[src/shared/dpis_pkg.sv]
/*
 * Shared constants and types for the parallel-input converter front end:
 * sample width, FIFO depth, clock rate, sleep timing, reset values, states.
 * Assumes a single 10 MHz clock and an active-low asynchronous reset.
 */
// What this block does
// - sample word is 14-bit unsigned binary
// - all-ones code gives full scale on true output
// - complement output carries inverse of true output while awake; asleep both are zero
// - input word captured by edge-triggered register only
// - output updates after every UPDATE_DIV-th rising edge (each edge at the default of 1)
// - any clock duty cycle meeting pulse width works
// - sleep high turns output current off
// - open sleep input reads low via pull-down
// - power down one cycle (100 ns) after synchronised sleep rises, up 5 us
`default_nettype none
package dpis_pkg;

    // sample word
    localparam int DATA_W = 14;
    localparam int FIFO_DEPTH = 32;

    // clock and sleep timing
    localparam int CLK_PERIOD_NS = 100;
    localparam int T_DOWN_NS = 50;
    localparam int T_UP_NS = 5000;
    // longest time rounds down, floor of one cycle
    localparam int DOWN_CYC = (T_DOWN_NS / CLK_PERIOD_NS < 1) ? 1 : T_DOWN_NS / CLK_PERIOD_NS;
    // least time rounds up
    localparam int UP_CYC = (T_UP_NS + CLK_PERIOD_NS - 1) / CLK_PERIOD_NS;
    localparam int UP_CNT_W = 7;

    // reset values of the output codes
    localparam logic [DATA_W-1:0] RST_LEVEL = 14'h0000;
    localparam logic [DATA_W-1:0] RST_LEVEL_N = 14'h3fff;

    typedef enum logic [1:0] {
        ST_ACTIVE = 2'b00,
        ST_SLEEP = 2'b01,
        ST_WAKE = 2'b10
    } dpis_state_t;

    localparam dpis_state_t RST_STATE = ST_WAKE;

endpackage : dpis_pkg
`default_nettype wire

[src/hw/dpis_sync2.sv]
/*
 * Two-flop level synchroniser for pins that arrive from outside the clock.
 * Assumes the input holds each level for more than one clock period.
 */
`timescale 1ns/10ps
`default_nettype none
module dpis_sync2 #(
    parameter int W = 1
) (
    // clock and reset
    input wire logic clk,
    input wire logic rst_b,
    // pin side
    input wire logic [W-1:0] d,
    // synchronised side
    output logic [W-1:0] q
);

    typedef struct packed {
        logic [W-1:0] meta;
        logic [W-1:0] stable;
    } dpis_sync_state_t;

    dpis_sync_state_t s;
    dpis_sync_state_t next_s;

    always_comb begin
        next_s.meta = d;
        next_s.stable = s.meta;
    end

    always_ff @(posedge clk or negedge rst_b) begin
        if (!rst_b) begin
            s <= '0;
        end else begin
            s <= next_s;
        end
    end

    assign q = s.stable;

endmodule : dpis_sync2
`default_nettype wire

[src/hw/dpis_fifo.sv]
/*
 * Flip-flop FIFO with valid/ready on both sides.
 * Assumes one clock; full refuses writes, empty refuses reads.
 */
`timescale 1ns/10ps
`default_nettype none
module dpis_fifo #(
    parameter int W = 14,
    parameter int DEPTH = 32
) (
    // clock and reset
    input wire logic clk,
    input wire logic rst_b,
    // fill side
    input wire logic [W-1:0] in_data,
    input wire logic in_valid,
    output logic in_ready,
    // drain side
    output logic [W-1:0] out_data,
    output logic out_valid,
    input wire logic out_ready
);

    localparam int AW = (DEPTH > 1) ? $clog2(DEPTH) : 1;
    localparam logic [AW:0] FULL = (AW + 1)'(DEPTH);

    typedef struct packed {
        logic [DEPTH-1:0][W-1:0] mem;
        logic [AW-1:0] wr_ptr;
        logic [AW-1:0] rd_ptr;
        logic [AW:0] count;
    } dpis_fifo_state_t;

    dpis_fifo_state_t s;
    dpis_fifo_state_t next_s;
    logic push;
    logic pop;

    // wraps for any depth, not only powers of two
    function automatic logic [AW-1:0] bump(input logic [AW-1:0] p);
        bump = (p == AW'(DEPTH - 1)) ? '0 : p + 1'b1;
    endfunction : bump

    assign in_ready = (s.count != FULL);
    assign out_valid = (s.count != '0);
    assign out_data = s.mem[s.rd_ptr];
    assign push = in_valid && in_ready;
    assign pop = out_valid && out_ready;

    always_comb begin
        next_s = s;
        if (push) begin
            // word is taken only at the edge, never in between
            next_s.mem[s.wr_ptr] = in_data;
            next_s.wr_ptr = bump(s.wr_ptr);
        end
        if (pop) begin
            next_s.rd_ptr = bump(s.rd_ptr);
        end
        if (push && !pop) begin
            next_s.count = s.count + 1'b1;
        end else if (pop && !push) begin
            next_s.count = s.count - 1'b1;
        end
    end

    always_ff @(posedge clk or negedge rst_b) begin
        if (!rst_b) begin
            s <= '0;
        end else begin
            s <= next_s;
        end
    end

    push_count_a: assert property (@(posedge clk) disable iff (!rst_b)
        (push && !pop) |=> (s.count == $past(s.count) + 1'b1))
        else $error("fifo count did not grow on a lone push");

    full_refuse_a: assert property (@(posedge clk) disable iff (!rst_b)
        (s.count == FULL) |-> !in_ready)
        else $error("fifo accepts while full");

endmodule : dpis_fifo
`default_nettype wire

[src/hw/dpis_top.sv]
/*
 * Digital front end of a 14-bit current-output converter: captures the
 * parallel sample word on the rising clock, buffers it, and drives the
 * true and complement output codes; a sleep pin powers the outputs down.
 * Assumes the source drives data synchronous to clk and holds it
 * under src_valid until src_ready; the sleep pin is asynchronous.
 */
`timescale 1ns/10ps
`default_nettype none
module dpis_top #(
    parameter int UPDATE_DIV = 1,
    parameter int FIFO_DEPTH = dpis_pkg::FIFO_DEPTH
) (
    // clock and reset
    input wire logic clk,
    input wire logic rst_b,
    // sample source
    input wire logic [dpis_pkg::DATA_W-1:0] src_data,
    input wire logic src_valid,
    output logic src_ready,
    // sleep pin, with the far end's drive enable
    input wire logic sleep_in,
    input wire logic sleep_drive_en,
    // converter outputs
    output logic [dpis_pkg::DATA_W-1:0] true_current_output,
    output logic [dpis_pkg::DATA_W-1:0] complement_current_output,
    output logic output_enabled,
    output logic low_power,
    output logic sample_valid
);

    localparam int DW = dpis_pkg::DATA_W;
    localparam int CW = dpis_pkg::UP_CNT_W;
    localparam int DIV_W = (UPDATE_DIV > 1) ? $clog2(UPDATE_DIV) : 1;
    localparam logic [DIV_W-1:0] DIV_LAST = DIV_W'(UPDATE_DIV - 1);
    localparam logic [CW-1:0] UP_LAST = CW'(dpis_pkg::UP_CYC - 1);
    localparam int UP_WAIT = dpis_pkg::UP_CYC;
    localparam int DOWN_WAIT = dpis_pkg::DOWN_CYC;

    typedef struct packed {
        dpis_pkg::dpis_state_t st;
        logic [CW-1:0] up_cnt;
        logic [DIV_W-1:0] div_cnt;
        logic [DW-1:0] level;
        logic [DW-1:0] level_n;
        logic on;
        logic lowp;
        logic valid;
        logic [CW-1:0] wake_cyc;
    } dpis_top_state_t;

    dpis_top_state_t s;
    dpis_top_state_t next_s;

    logic sleep_pin;
    logic sleep_s;
    logic update_en;
    logic drain;
    logic pop;
    logic [DW-1:0] fifo_data;
    logic fifo_valid;

    // undriven pin reads low, so the part stays enabled
    assign sleep_pin = sleep_in && sleep_drive_en;

    dpis_sync2 #(
        .W(1)
    ) u_sleep_sync (
        .clk(clk),
        .rst_b(rst_b),
        .d(sleep_pin),
        .q(sleep_s)
    );

    // storage is edge-triggered: data moving between edges is never seen
    dpis_fifo #(
        .W(DW),
        .DEPTH(FIFO_DEPTH)
    ) u_fifo (
        .clk(clk),
        .rst_b(rst_b),
        .in_data(src_data),
        .in_valid(src_valid),
        .in_ready(src_ready),
        .out_data(fifo_data),
        .out_valid(fifo_valid),
        .out_ready(drain)
    );

    // only the rising edge matters, so duty cycle does not
    assign update_en = (s.div_cnt == '0);
    // asleep the drain stalls, so the fifo fills and pushes back
    assign drain = update_en && (s.st != dpis_pkg::ST_SLEEP);
    assign pop = drain && fifo_valid;

    always_comb begin
        next_s = s;
        next_s.div_cnt = update_en ? DIV_LAST : s.div_cnt - 1'b1;
        next_s.wake_cyc = (s.st == dpis_pkg::ST_WAKE) ? s.wake_cyc + 1'b1 : '0;
        unique case (s.st)
            dpis_pkg::ST_ACTIVE: begin
                if (sleep_s) begin
                    next_s.st = dpis_pkg::ST_SLEEP;
                end
            end
            dpis_pkg::ST_SLEEP: begin
                if (!sleep_s) begin
                    next_s.st = dpis_pkg::ST_WAKE;
                    next_s.up_cnt = UP_LAST;
                end
            end
            dpis_pkg::ST_WAKE: begin
                if (sleep_s) begin
                    next_s.st = dpis_pkg::ST_SLEEP;
                end else if (s.up_cnt == '0) begin
                    next_s.st = dpis_pkg::ST_ACTIVE;
                end else begin
                    next_s.up_cnt = s.up_cnt - 1'b1;
                end
            end
            default: begin
                next_s.st = dpis_pkg::ST_SLEEP;
            end
        endcase
        next_s.on = (next_s.st != dpis_pkg::ST_SLEEP);
        next_s.lowp = (next_s.st == dpis_pkg::ST_SLEEP);
        // samples are flagged invalid through the power-up interval
        next_s.valid = (next_s.st == dpis_pkg::ST_ACTIVE);
        if (next_s.st == dpis_pkg::ST_SLEEP) begin
            // both outputs carry no current while asleep
            next_s.level = '0;
            next_s.level_n = '0;
        end else if (pop) begin
            next_s.level = fifo_data;
            next_s.level_n = ~fifo_data;
        end else if (s.st == dpis_pkg::ST_SLEEP) begin
            // come back at code zero until a word arrives
            next_s.level = '0;
            next_s.level_n = '1;
        end
    end

    always_ff @(posedge clk or negedge rst_b) begin
        if (!rst_b) begin
            s.st <= dpis_pkg::RST_STATE;
            s.up_cnt <= UP_LAST;
            s.div_cnt <= '0;
            s.level <= dpis_pkg::RST_LEVEL;
            s.level_n <= dpis_pkg::RST_LEVEL_N;
            s.on <= 1'b1;
            s.lowp <= 1'b0;
            s.valid <= 1'b0;
            s.wake_cyc <= '0;
        end else begin
            s <= next_s;
        end
    end

    assign true_current_output = s.level;
    assign complement_current_output = s.level_n;
    assign output_enabled = s.on;
    assign low_power = s.lowp;
    assign sample_valid = s.valid;

    full_scale_a: assert property (@(posedge clk) disable iff (!rst_b)
        (pop && fifo_data == '1 && !sleep_s && s.st == dpis_pkg::ST_ACTIVE)
        |=> (true_current_output == '1 && complement_current_output == '0))
        else $error("all-ones word did not give full scale");

    complement_a: assert property (@(posedge clk) disable iff (!rst_b)
        output_enabled |-> (complement_current_output == ~true_current_output))
        else $error("complement output is not the inverse");

    hold_between_a: assert property (@(posedge clk) disable iff (!rst_b)
        (s.st == dpis_pkg::ST_ACTIVE && !pop && !sleep_s)
        |=> $stable(true_current_output))
        else $error("output moved without a captured word");

    update_edge_a: assert property (@(posedge clk) disable iff (!rst_b)
        (pop && !sleep_s) |=> (true_current_output == $past(fifo_data)))
        else $error("output not updated from the popped word");

    update_rate_a: assert property (@(posedge clk) disable iff (!rst_b)
        update_en |=> (s.div_cnt == DIV_LAST))
        else $error("update divider lost its period");

    sleep_off_a: assert property (@(posedge clk) disable iff (!rst_b)
        (sleep_s && s.st != dpis_pkg::ST_SLEEP)
        |=> (!output_enabled && low_power && true_current_output == '0
            && complement_current_output == '0))
        else $error("sleep did not switch the current off");

    pull_down_a: assert property (@(posedge clk) disable iff (!rst_b)
        (!sleep_drive_en) [*3] |-> !sleep_s)
        else $error("open sleep pin did not read as awake");

    power_down_a: assert property (@(posedge clk) disable iff (!rst_b)
        $rose(sleep_s) |-> ##DOWN_WAIT !output_enabled)
        else $error("power-down took too long");

    power_up_a: assert property (@(posedge clk) disable iff (!rst_b)
        (s.st == dpis_pkg::ST_ACTIVE && $past(s.st) == dpis_pkg::ST_WAKE)
        |-> (s.wake_cyc == CW'(UP_WAIT) && sample_valid))
        else $error("power-up interval has the wrong length");

    wake_invalid_a: assert property (@(posedge clk) disable iff (!rst_b)
        (s.st == dpis_pkg::ST_WAKE) |-> !sample_valid)
        else $error("sample flagged valid during power-up");

    sleep_flags_a: assert property (@(posedge clk) disable iff (!rst_b)
        low_power
        |-> (!output_enabled && !sample_valid))
        else $error("sleep flags disagree");

    sleep_zero_a: assert property (@(posedge clk) disable iff (!rst_b)
        low_power
        |-> (true_current_output == '0 && complement_current_output == '0))
        else $error("current flows while asleep");

    awake_flags_a: assert property (@(posedge clk) disable iff (!rst_b)
        !low_power
        |-> output_enabled)
        else $error("awake but output disabled");

    sleep_stays_a: assert property (@(posedge clk) disable iff (!rst_b)
        (s.st == dpis_pkg::ST_SLEEP && sleep_s)
        |=> (s.st == dpis_pkg::ST_SLEEP))
        else $error("left sleep while pin held high");

    sleep_stall_a: assert property (@(posedge clk) disable iff (!rst_b)
        (s.st == dpis_pkg::ST_SLEEP)
        |-> !pop)
        else $error("word drained while asleep");

    wake_cut_a: assert property (@(posedge clk) disable iff (!rst_b)
        (s.st == dpis_pkg::ST_WAKE && sleep_s)
        |=> (s.st == dpis_pkg::ST_SLEEP && low_power))
        else $error("sleep during power-up ignored");

    wake_enter_a: assert property (@(posedge clk) disable iff (!rst_b)
        (s.st == dpis_pkg::ST_SLEEP && !sleep_s)
        |=> (s.st == dpis_pkg::ST_WAKE && s.up_cnt == UP_LAST))
        else $error("power-up did not start with a full count");

    wake_codes_a: assert property (@(posedge clk) disable iff (!rst_b)
        (s.st == dpis_pkg::ST_SLEEP && !sleep_s)
        |=> (true_current_output == '0 && complement_current_output == '1))
        else $error("codes wrong on leaving sleep");

    wake_count_a: assert property (@(posedge clk) disable iff (!rst_b)
        (s.st == dpis_pkg::ST_WAKE && !sleep_s && s.up_cnt != '0)
        |=> (s.st == dpis_pkg::ST_WAKE && s.up_cnt == $past(s.up_cnt) - 1'b1))
        else $error("power-up counter skipped");

    wake_end_a: assert property (@(posedge clk) disable iff (!rst_b)
        (s.st == dpis_pkg::ST_WAKE && !sleep_s && s.up_cnt == '0)
        |=> (s.st == dpis_pkg::ST_ACTIVE && sample_valid))
        else $error("power-up did not end at count zero");

    wake_bound_a: assert property (@(posedge clk) disable iff (!rst_b)
        (s.st == dpis_pkg::ST_WAKE)
        |-> (s.wake_cyc < CW'(UP_WAIT)))
        else $error("power-up ran past its interval");

    valid_active_a: assert property (@(posedge clk) disable iff (!rst_b)
        sample_valid
        |-> (s.st == dpis_pkg::ST_ACTIVE))
        else $error("valid outside the active state");

    active_stays_a: assert property (@(posedge clk) disable iff (!rst_b)
        (s.st == dpis_pkg::ST_ACTIVE && !sleep_s)
        |=> (s.st == dpis_pkg::ST_ACTIVE && sample_valid))
        else $error("left active state while awake");

    state_legal_a: assert property (@(posedge clk) disable iff (!rst_b)
        1'b1
        |-> (s.st inside {dpis_pkg::ST_ACTIVE, dpis_pkg::ST_SLEEP, dpis_pkg::ST_WAKE}))
        else $error("state register holds an illegal code");

    ready_empty_a: assert property (@(posedge clk) disable iff (!rst_b)
        !fifo_valid
        |-> src_ready)
        else $error("empty buffer refuses words");

    ready_full_a: assert property (@(posedge clk) disable iff (!rst_b)
        !src_ready
        |-> fifo_valid)
        else $error("buffer refuses words with nothing stored");

    code_inverse_a: assert property (@(posedge clk) disable iff (!rst_b)
        (pop && !sleep_s)
        |=> (complement_current_output == ~$past(fifo_data)))
        else $error("complement not the inverse of the popped word");

    wake_hold_a: assert property (@(posedge clk) disable iff (!rst_b)
        (s.st == dpis_pkg::ST_WAKE && !pop && !sleep_s)
        |=> $stable(true_current_output))
        else $error("output moved during power-up without a word");

endmodule : dpis_top
`default_nettype wire

[config.mk]
export PLATFORM = sky130hd
export DESIGN_NAME = dpis_top
export DESIGN_NICKNAME = d
export VERILOG_FILES = /design/src/shared/dpis_pkg.sv /design/src/hw/dpis_sync2.sv /design/src/hw/dpis_fifo.sv /design/src/hw/dpis_top.sv
export SDC_FILE = /design/constraint.sdc
export NUM_CORES = 1
export LEC_CHECK = 0
export BUFFER_PORTS_ARGS = -buffer_cell sky130_fd_sc_hd__buf_4
export CORE_UTILIZATION = 45
export CTS_BUF_LIST = sky130_fd_sc_hd__clkbuf_16
export DETAILED_ROUTE_END_ITERATION = 12
export GPL_ROUTABILITY_DRIVEN = 0
export SKIP_CTS_REPAIR_TIMING = 1
export SLEW_MARGIN = 10
export SYNTH_ARGS = -nofsm -noshare
export SYNTH_HDL_FRONTEND = slang
export SYNTH_HIERARCHICAL = 1
export SYNTH_SLANG_ARGS = --single-unit
[constraint.sdc]
create_clock -name clk -period 4.5 [get_ports clk]
set_input_delay 0.225 -clock clk [delete_from_list [all_inputs] [get_ports clk]]
set_output_delay 0.225 -clock clk [all_outputs]
set_load 0.1 [all_outputs]
Yosys cells after proc, flatten, opt, wreduce, memory -nomap -nowiden
Cells that the tools add are included.

storage, ports and cells
  flip-flop bits (word level) = 507
  bits of input ports = 19
  output and inout bits = 32
  word-level logic and storage cells = 105

operators by class
  add/sub/neg operators = 6
  $lt $le $gt $ge = 3
  equal/unequal tests = 11
  mux-type cells = 21
  bitwise logic cells = 2
  reductions and logical operators = 17

operator list
  cell                                                                           number
  448-bit bitwise mux                                                            1
  28-bit two-way mux                                                             3
  14-bit binary-select mux with 5-bit select                                     1
  14-bit demux with 5-bit select                                                 1
  14-bit two-way mux                                                             2
  7-bit two-way mux                                                              2
  14-bit inverter                                                                1
  7-bit one-hot mux with 2 select lines                                          1
  5-bit by 6-bit less-than comparator with 1-bit output (second input constant)  2
  6-bit two-way mux                                                              2
  5-bit by 1-bit adder with 5-bit output (second input constant)                 2
  5-bit == test (second input constant)                                          2
  5-bit two-way mux                                                              2
  9-bit two-way mux                                                              1
  1-bit logical AND                                                              7
  7-bit zero test                                                                1
  7-bit by 1-bit subtractor with 7-bit output (second input constant)            1
  6-bit by 1-bit adder with 6-bit output (second input constant)                 1
  2-bit two-way mux                                                              3
  2-bit != test (second input constant)                                          3
  6-bit != test (second input constant)                                          1
  2-bit one-hot mux with 3 select lines                                          1
  6-bit nonzero test                                                             1
  6-bit by 1-bit subtractor with 6-bit output (second input constant)            1
  12 further kinds                                                               17

Depth between registers and ports, before layout
  word-level depth = 6
  mapped depth = 11

Modules after synthesis
Netlist, hierarchy kept.

modules (own cells, without submodules)
  module      instances  cells each  area each (µm²)  sequential area each (µm²)
  dpis_fifo   1          1468        23024.6          11611.1
  dpis_top    1          191         1914.3           1024.7
  dpis_sync2  1          2           50.0             50.0

Worst setup path before layout
OpenSTA, ideal clock, no wires.

  path type = register -> register
  start point = register u_fifo/s[0] in the netlist's numbering
  end point = register u_fifo/s[5] in the netlist's numbering
  library setup time = 126 ps
  arrival time = 3140 ps
  setup slack = 1234 ps
  cell stages (with the launch flop) = 12
  period minus slack after synthesis = 3266 ps
  path through = dfrtp_1 or4_4 buf_6 o31ai_1 inv_1 ha_1 inv_1 ha_1 or4_1 o211ai_1 nor3b_1 xnor2_1

on the way
  longest elaborated chain between the ends = 5
  elaborated cells between the ends (all ways) = 13
  those cells by class = add/sub (2); eq/ne (1); mux (2); reduce/logical (8)

ends and longest elaborated chain
  what                                 line             RTL
  start: declaration                   dpis_fifo.sv:34  dpis_fifo_state_t s;
  start signal: assignment             dpis_fifo.sv:71  s <= next_s;
  6-bit != test (*)                    dpis_fifo.sv:44  assign in_ready = (s.count != FULL);
  1-bit logical AND (*)                dpis_fifo.sv:47  assign push = in_valid && in_ready;
  named net u_fifo.push                dpis_fifo.sv:36  logic push;
  1-bit zero test                      dpis_fifo.sv:62  end else if (pop && !push) begin
  1-bit logical AND                    dpis_fifo.sv:62
  2-bit nonzero test (no source line)  --

The timed path passes the listed nets; every way through them passes the cells marked *. The select of a mux whose other input is x is not followed.
A chain may end at the register's enable or synchronous reset.

Worst setup path in the final report
Ends and elaborated chain as after synthesis.

==> insert_results.sql <==
INSERT INTO impl_metrics (metric_group, metric, value, unit) VALUES
('clocking', 'cts.htree.levels', '2', ''),
('critical_path', 'cp.buffers_inverters', '2', ''),
('grt', 'number_of_global_route_vias_before_repair', '14370', ''),
('cells_and_area', 'layout.nets', '1656', ''),
('synthesis', 'yosys.area.top_type_share', '48.77', '%'),
('placement', 'dp_hpwl', '34.14', 'mm'),
('floorplan', 'die-area', '56480', 'um^2'),
('grt', 'grt_pass1_wl', '90.58', 'mm'),
('grt', 'gr-total-overflow', '0', ''),
('floorplan', 'core', '54990', 'um^2'),
('cells_and_area', 'fillerInstances', '4556', ''),
('clocking', 'worst_skew_pair.late_latency', '630', 'ps'),
('synthesis', 'yosys.cell_types.count', '59', ''),
('clocking', 'numCtsBuffers', '56', ''),
('critical_path', 'cp.required', '4980', 'ps'),
('placement', 'placedInstanceArea', '25540', 'um^2'),
('clocking', 'ctsRootBufferMaster', 'sky130_fd_sc_hd__clkbuf_16', ''),
('synthesis', 'yosys_warnings', '6', ''),
('routing', 'ant_nets', '0', ''),
('synthesis', 'gate_count_after_technology_mapping', '1661', ''),
('timing', 'achievable_frequency', '275.8', 'MHz'),
('routing', 'via_per_inst', '5.644', ''),
('critical_path', 'cp_slowest_stage_delay', '660', 'ps'),
('floorplan', 'placementRows', '86', ''),
('timing', 'setup-tns-final', '0', 'ps'),
('synthesis', 'synth_edf_count', '0', ''),
('floorplan', 'die_height', '237.7', 'um'),
('timing', 'clock-skew-final', '31.38', 'ps'),
('cells_and_area', 'layout-area-overhead-vs-synth', '9.418', '%'),
('timing', 'rsz0062_at_grt', 'false', ''),
('cells_and_area', 'finished_layout_cells', '2414', ''),
('critical_path', 'timing.critical_path.arrival', '4100', 'ps'),
('power', 'ir_worst_vdd', '412.7', 'uV'),
('timing', 'worstMarginPinSlew', '1148', 'ps'),
('power', 'p_clk_share', '22.5', '%'),
('synthesis', 'async_reset_ff_share', '100.0', '%'),
('floorplan', 'initial_core_util', '45.45', '%'),
('clocking', 'clkTransAtPathRegs', '60', 'ps'),
('cells_and_area', 'ff_latch_area', '12690', 'um^2'),
('cells_and_area', 'layout_cell_share_with_drive_strength_beyond_1', '43.09', '%'),
('power', 'combinationalPowerShare', '39.1', '%'),
('placement', 'placedCellCount', '2310', ''),
('routing', 'routedWlPerCell', '24.11', 'um'),
('synthesis', 'flops_latches_synth', '506', ''),
('routing', 'detailedRoute.firstPassIterationCount', '7', ''),
('routing', 'dr_iter_0_viols', '945', ''),
('synthesis', 'synth_sequential_area_ratio', '50.77', '%'),
('timing', 'max-slew-margin-rel', '23.26', '%'),
('run', 'maxCapViolations', '0', ''),
('routing', 'route.final.wire_length', '58.20', 'mm'),
('critical_path', 'timing.critical_path.slowest_stage_cell', 'sky130_fd_sc_hd__or4_4', ''),
('cells_and_area', 'multiInputGateArea', '11320', 'um^2'),
('floorplan', 'ios', '51', ''),
('critical_path', 'worst-path-max-fanout', '7', ''),
('critical_path', 'worst_path_dominant_cell_family', 'simple AND/OR/NAND/NOR gates', ''),
('critical_path', 'critical_path.startpoint_type', 'register', ''),
('power', 'internal_power', '0.01290', 'W'),
('outcome', 'run_status', 'complete, no violations', ''),
('placement', 'port_buffers', '50', ''),
('timing', 'hold_ws', '168.5', 'ps'),
('power', 'power.leakage', '12.35', 'nW'),
('routing', 'total_via_count_after_detailed_routing', '13620', ''),
('power', 'switching_power', '0.006937', 'W'),
('grt', 'antenna_found_initial', '0', ''),
('synthesis', 'netlist.top_cell.by_area', 'sky130_fd_sc_hd__dfrtp_1', ''),
('grt', 'pin_count_of_the_biggest_net_entering_global_routing', '124', ''),
('timing', 'min_period', '3626', 'ps'),
('timing', 'timing.final.setup_violations', '0', ''),
('routing', 'drcViolationCount', '0', ''),
('critical_path', 'timing.critical_path.cells', 'or4_4 > o31ai_1 > inv_1 > ha_1 > inv_1 > ha_1 > or4_1 > o211ai_1 > nor3b_1 > xnor2_1', ''),
('critical_path', 'cp-end-kind', 'register', '');
==> path summary, 6_finish.rpt <==
check	startpoint	to	slack, ps	depth (start not counted)
worst max register to register	u_fifo/s[0]	u_fifo/s[5]	870	10
worst max-delay path	u_fifo/s[0]	u_fifo/s[5]	870	10
worst min-delay path	src_valid	u_fifo/s[11]	170	4
worst min register to register	u_sleep_sync/next_s[0]	u_sleep_sync/q	350	0
max in group asynchronous	rst_b	s[41]	2950	3
min in group asynchronous	rst_b	u_fifo/s[53]	280	2
==> cell usage in the layout, fill, tap and decap left out, types with 4 or more instances in the layout <==
cell type                   netlist  routed
sky130_fd_sc_hd__dfrtp_1        487     485
sky130_fd_sc_hd__mux2_4         320     320
sky130_fd_sc_hd__mux2_2         131     131
sky130_fd_sc_hd__mux2i_1        112     112
sky130_fd_sc_hd__buf_4           29      57
sky130_fd_sc_hd__clkbuf_16        0      56
sky130_fd_sc_hd__a22oi_1         56      56
sky130_fd_sc_hd__mux4_2          56      56
sky130_fd_sc_hd__nand3_1         45      45
sky130_fd_sc_hd__nor2_4          32      33
sky130_fd_sc_hd__a21oi_1         32      32
sky130_fd_sc_hd__nand2_1         31      31
sky130_fd_sc_hd__inv_1            9      26
sky130_fd_sc_hd__o21ai_0         26      26
sky130_fd_sc_hd__dfstp_2         19      19
sky130_fd_sc_hd__nand2b_1        17      17
sky130_fd_sc_hd__a22o_1          14      14
sky130_fd_sc_hd__a221oi_1        14      14
sky130_fd_sc_hd__nor2_1          15      13
sky130_fd_sc_hd__ha_1            13      13
sky130_fd_sc_hd__clkinv_1         0      12
sky130_fd_sc_hd__bufinv_16        0       6
sky130_fd_sc_hd__buf_12           0       6
sky130_fd_sc_hd__a21o_1           5       5
sky130_fd_sc_hd__xnor2_1          5       5
sky130_fd_sc_hd__or3b_2           4       4
sky130_fd_sc_hd__nor4_1           4       4
sky130_fd_sc_hd__clkinv_2         0       4
sky130_fd_sc_hd__o311ai_4         4       4
==> flip-flops by register name, summed over array words and instances (netlist names) <==
register / count
sample_valid: 1
s: 9
low_power: 1
u_sleep_sync/q: 1
complement_current_output: 14
true_current_output: 14
u_sleep_sync/next_s: 1
u_fifo/s: 464
output_enabled: 1
==> stage by stage <==
| step | utilization, % | setup WS (ps) |
|---|---|---|
| after global placement | 46.45 | 991.7 |
| final | 49.73 | 873.8 |
| after CTS | 49.66 | 836.6 |
| after detailed placement | 46.45 | 857.2 |
| after global routing | 49.72 | 652.1 |
| after floorplan | - | 1234 |
==> cell usage after synthesis (4+ instances only) <==
cell and count:
sky130_fd_sc_hd__a21o_1 5, sky130_fd_sc_hd__a21oi_1 32, sky130_fd_sc_hd__a221oi_1 14, sky130_fd_sc_hd__a22o_1 14, sky130_fd_sc_hd__a22oi_1 56, sky130_fd_sc_hd__buf_1 13, sky130_fd_sc_hd__buf_2 12, sky130_fd_sc_hd__buf_4 29
sky130_fd_sc_hd__buf_6 33, sky130_fd_sc_hd__clkbuf_1 76, sky130_fd_sc_hd__dfrtp_1 487, sky130_fd_sc_hd__dfstp_2 19, sky130_fd_sc_hd__ha_1 13, sky130_fd_sc_hd__inv_1 9, sky130_fd_sc_hd__mux2_2 131, sky130_fd_sc_hd__mux2_4 320
sky130_fd_sc_hd__mux2i_1 112, sky130_fd_sc_hd__mux4_2 56, sky130_fd_sc_hd__nand2_1 31, sky130_fd_sc_hd__nand2b_1 17, sky130_fd_sc_hd__nand3_1 45, sky130_fd_sc_hd__nor2_1 15, sky130_fd_sc_hd__nor2_4 32, sky130_fd_sc_hd__nor2b_1 4
sky130_fd_sc_hd__nor4_1 4, sky130_fd_sc_hd__o21ai_0 26, sky130_fd_sc_hd__o311ai_4 4, sky130_fd_sc_hd__or3b_2 4, sky130_fd_sc_hd__xnor2_1 5
==> worst register-to-register path, cell delays in order, from the launching register on <==
cell and delay (ps):
sky130_fd_sc_hd__dfrtp_1 440, sky130_fd_sc_hd__or4_4 660, sky130_fd_sc_hd__o31ai_1 620, sky130_fd_sc_hd__inv_1 150
sky130_fd_sc_hd__ha_1 280, sky130_fd_sc_hd__inv_1 200, sky130_fd_sc_hd__ha_1 310, sky130_fd_sc_hd__or4_1 530
sky130_fd_sc_hd__o211ai_1 100, sky130_fd_sc_hd__nor3b_1 90, sky130_fd_sc_hd__xnor2_1 130
==> power groups by stage <==
| stage | clock [W] | sequential [W] | combinational (W) |
|---|---|---|---|
| floorplan | 0 | 0.00718 | 0.00648 |
| detailed placement | 0 | 0.00765 | 0.00779 |
| finish | 0.00446 | 0.00762 | 0.00776 |
| global route | 0.00476 | 0.00785 | 0.00829 |
| CTS | 0.00459 | 0.00760 | 0.00781 |
| global placement | 0 | 0.00757 | 0.00765 |
==> kinds of logic (layout without fill, tap and decap cells) <==
logic type / count (synthesis) / after routing / share of synthesized area (%)
muxes: 619 / 619 / 34.66
AOI/OAI and AO/OA: 168 / 168 / 5.027
xor gates and xnor gates: 7 / 7 / 0.2453
buffers and inverters: 172 / 175 / 4.071
DFF: 506 / 506 / 50.77
other: 0 / 2 / 0
adders and majority gates: 14 / 14 / 0.7310
and+or+nand+nor: 175 / 175 / 4.496
==> metal layers <==
| layer | track usage [%] | up-vias | part of all wire [%] |
|---|---|---|---|
| li1 | - | 5974 | - |
| met1 | 30.39 | 7273 | 47 |
| met2 | 33.03 | 292 | 47 |
| met3 | 3.159 | 85 | 4.4 |
| met4 | 5.943 | 0 | 2.4 |
| met5 | 0 | - | 0 |
==> final cells by class <==
class	instances	area share [%]
clock buffer	56	5.125
timing repair buffer	67	2.169
sequential	506	46.41
tap	748	3.423
multi-input combinational	983	41.40
inverter	9	0.1236
clock inverter	43	1.327
antenna	2	0.01830
(Power assumes the default switching activity.)
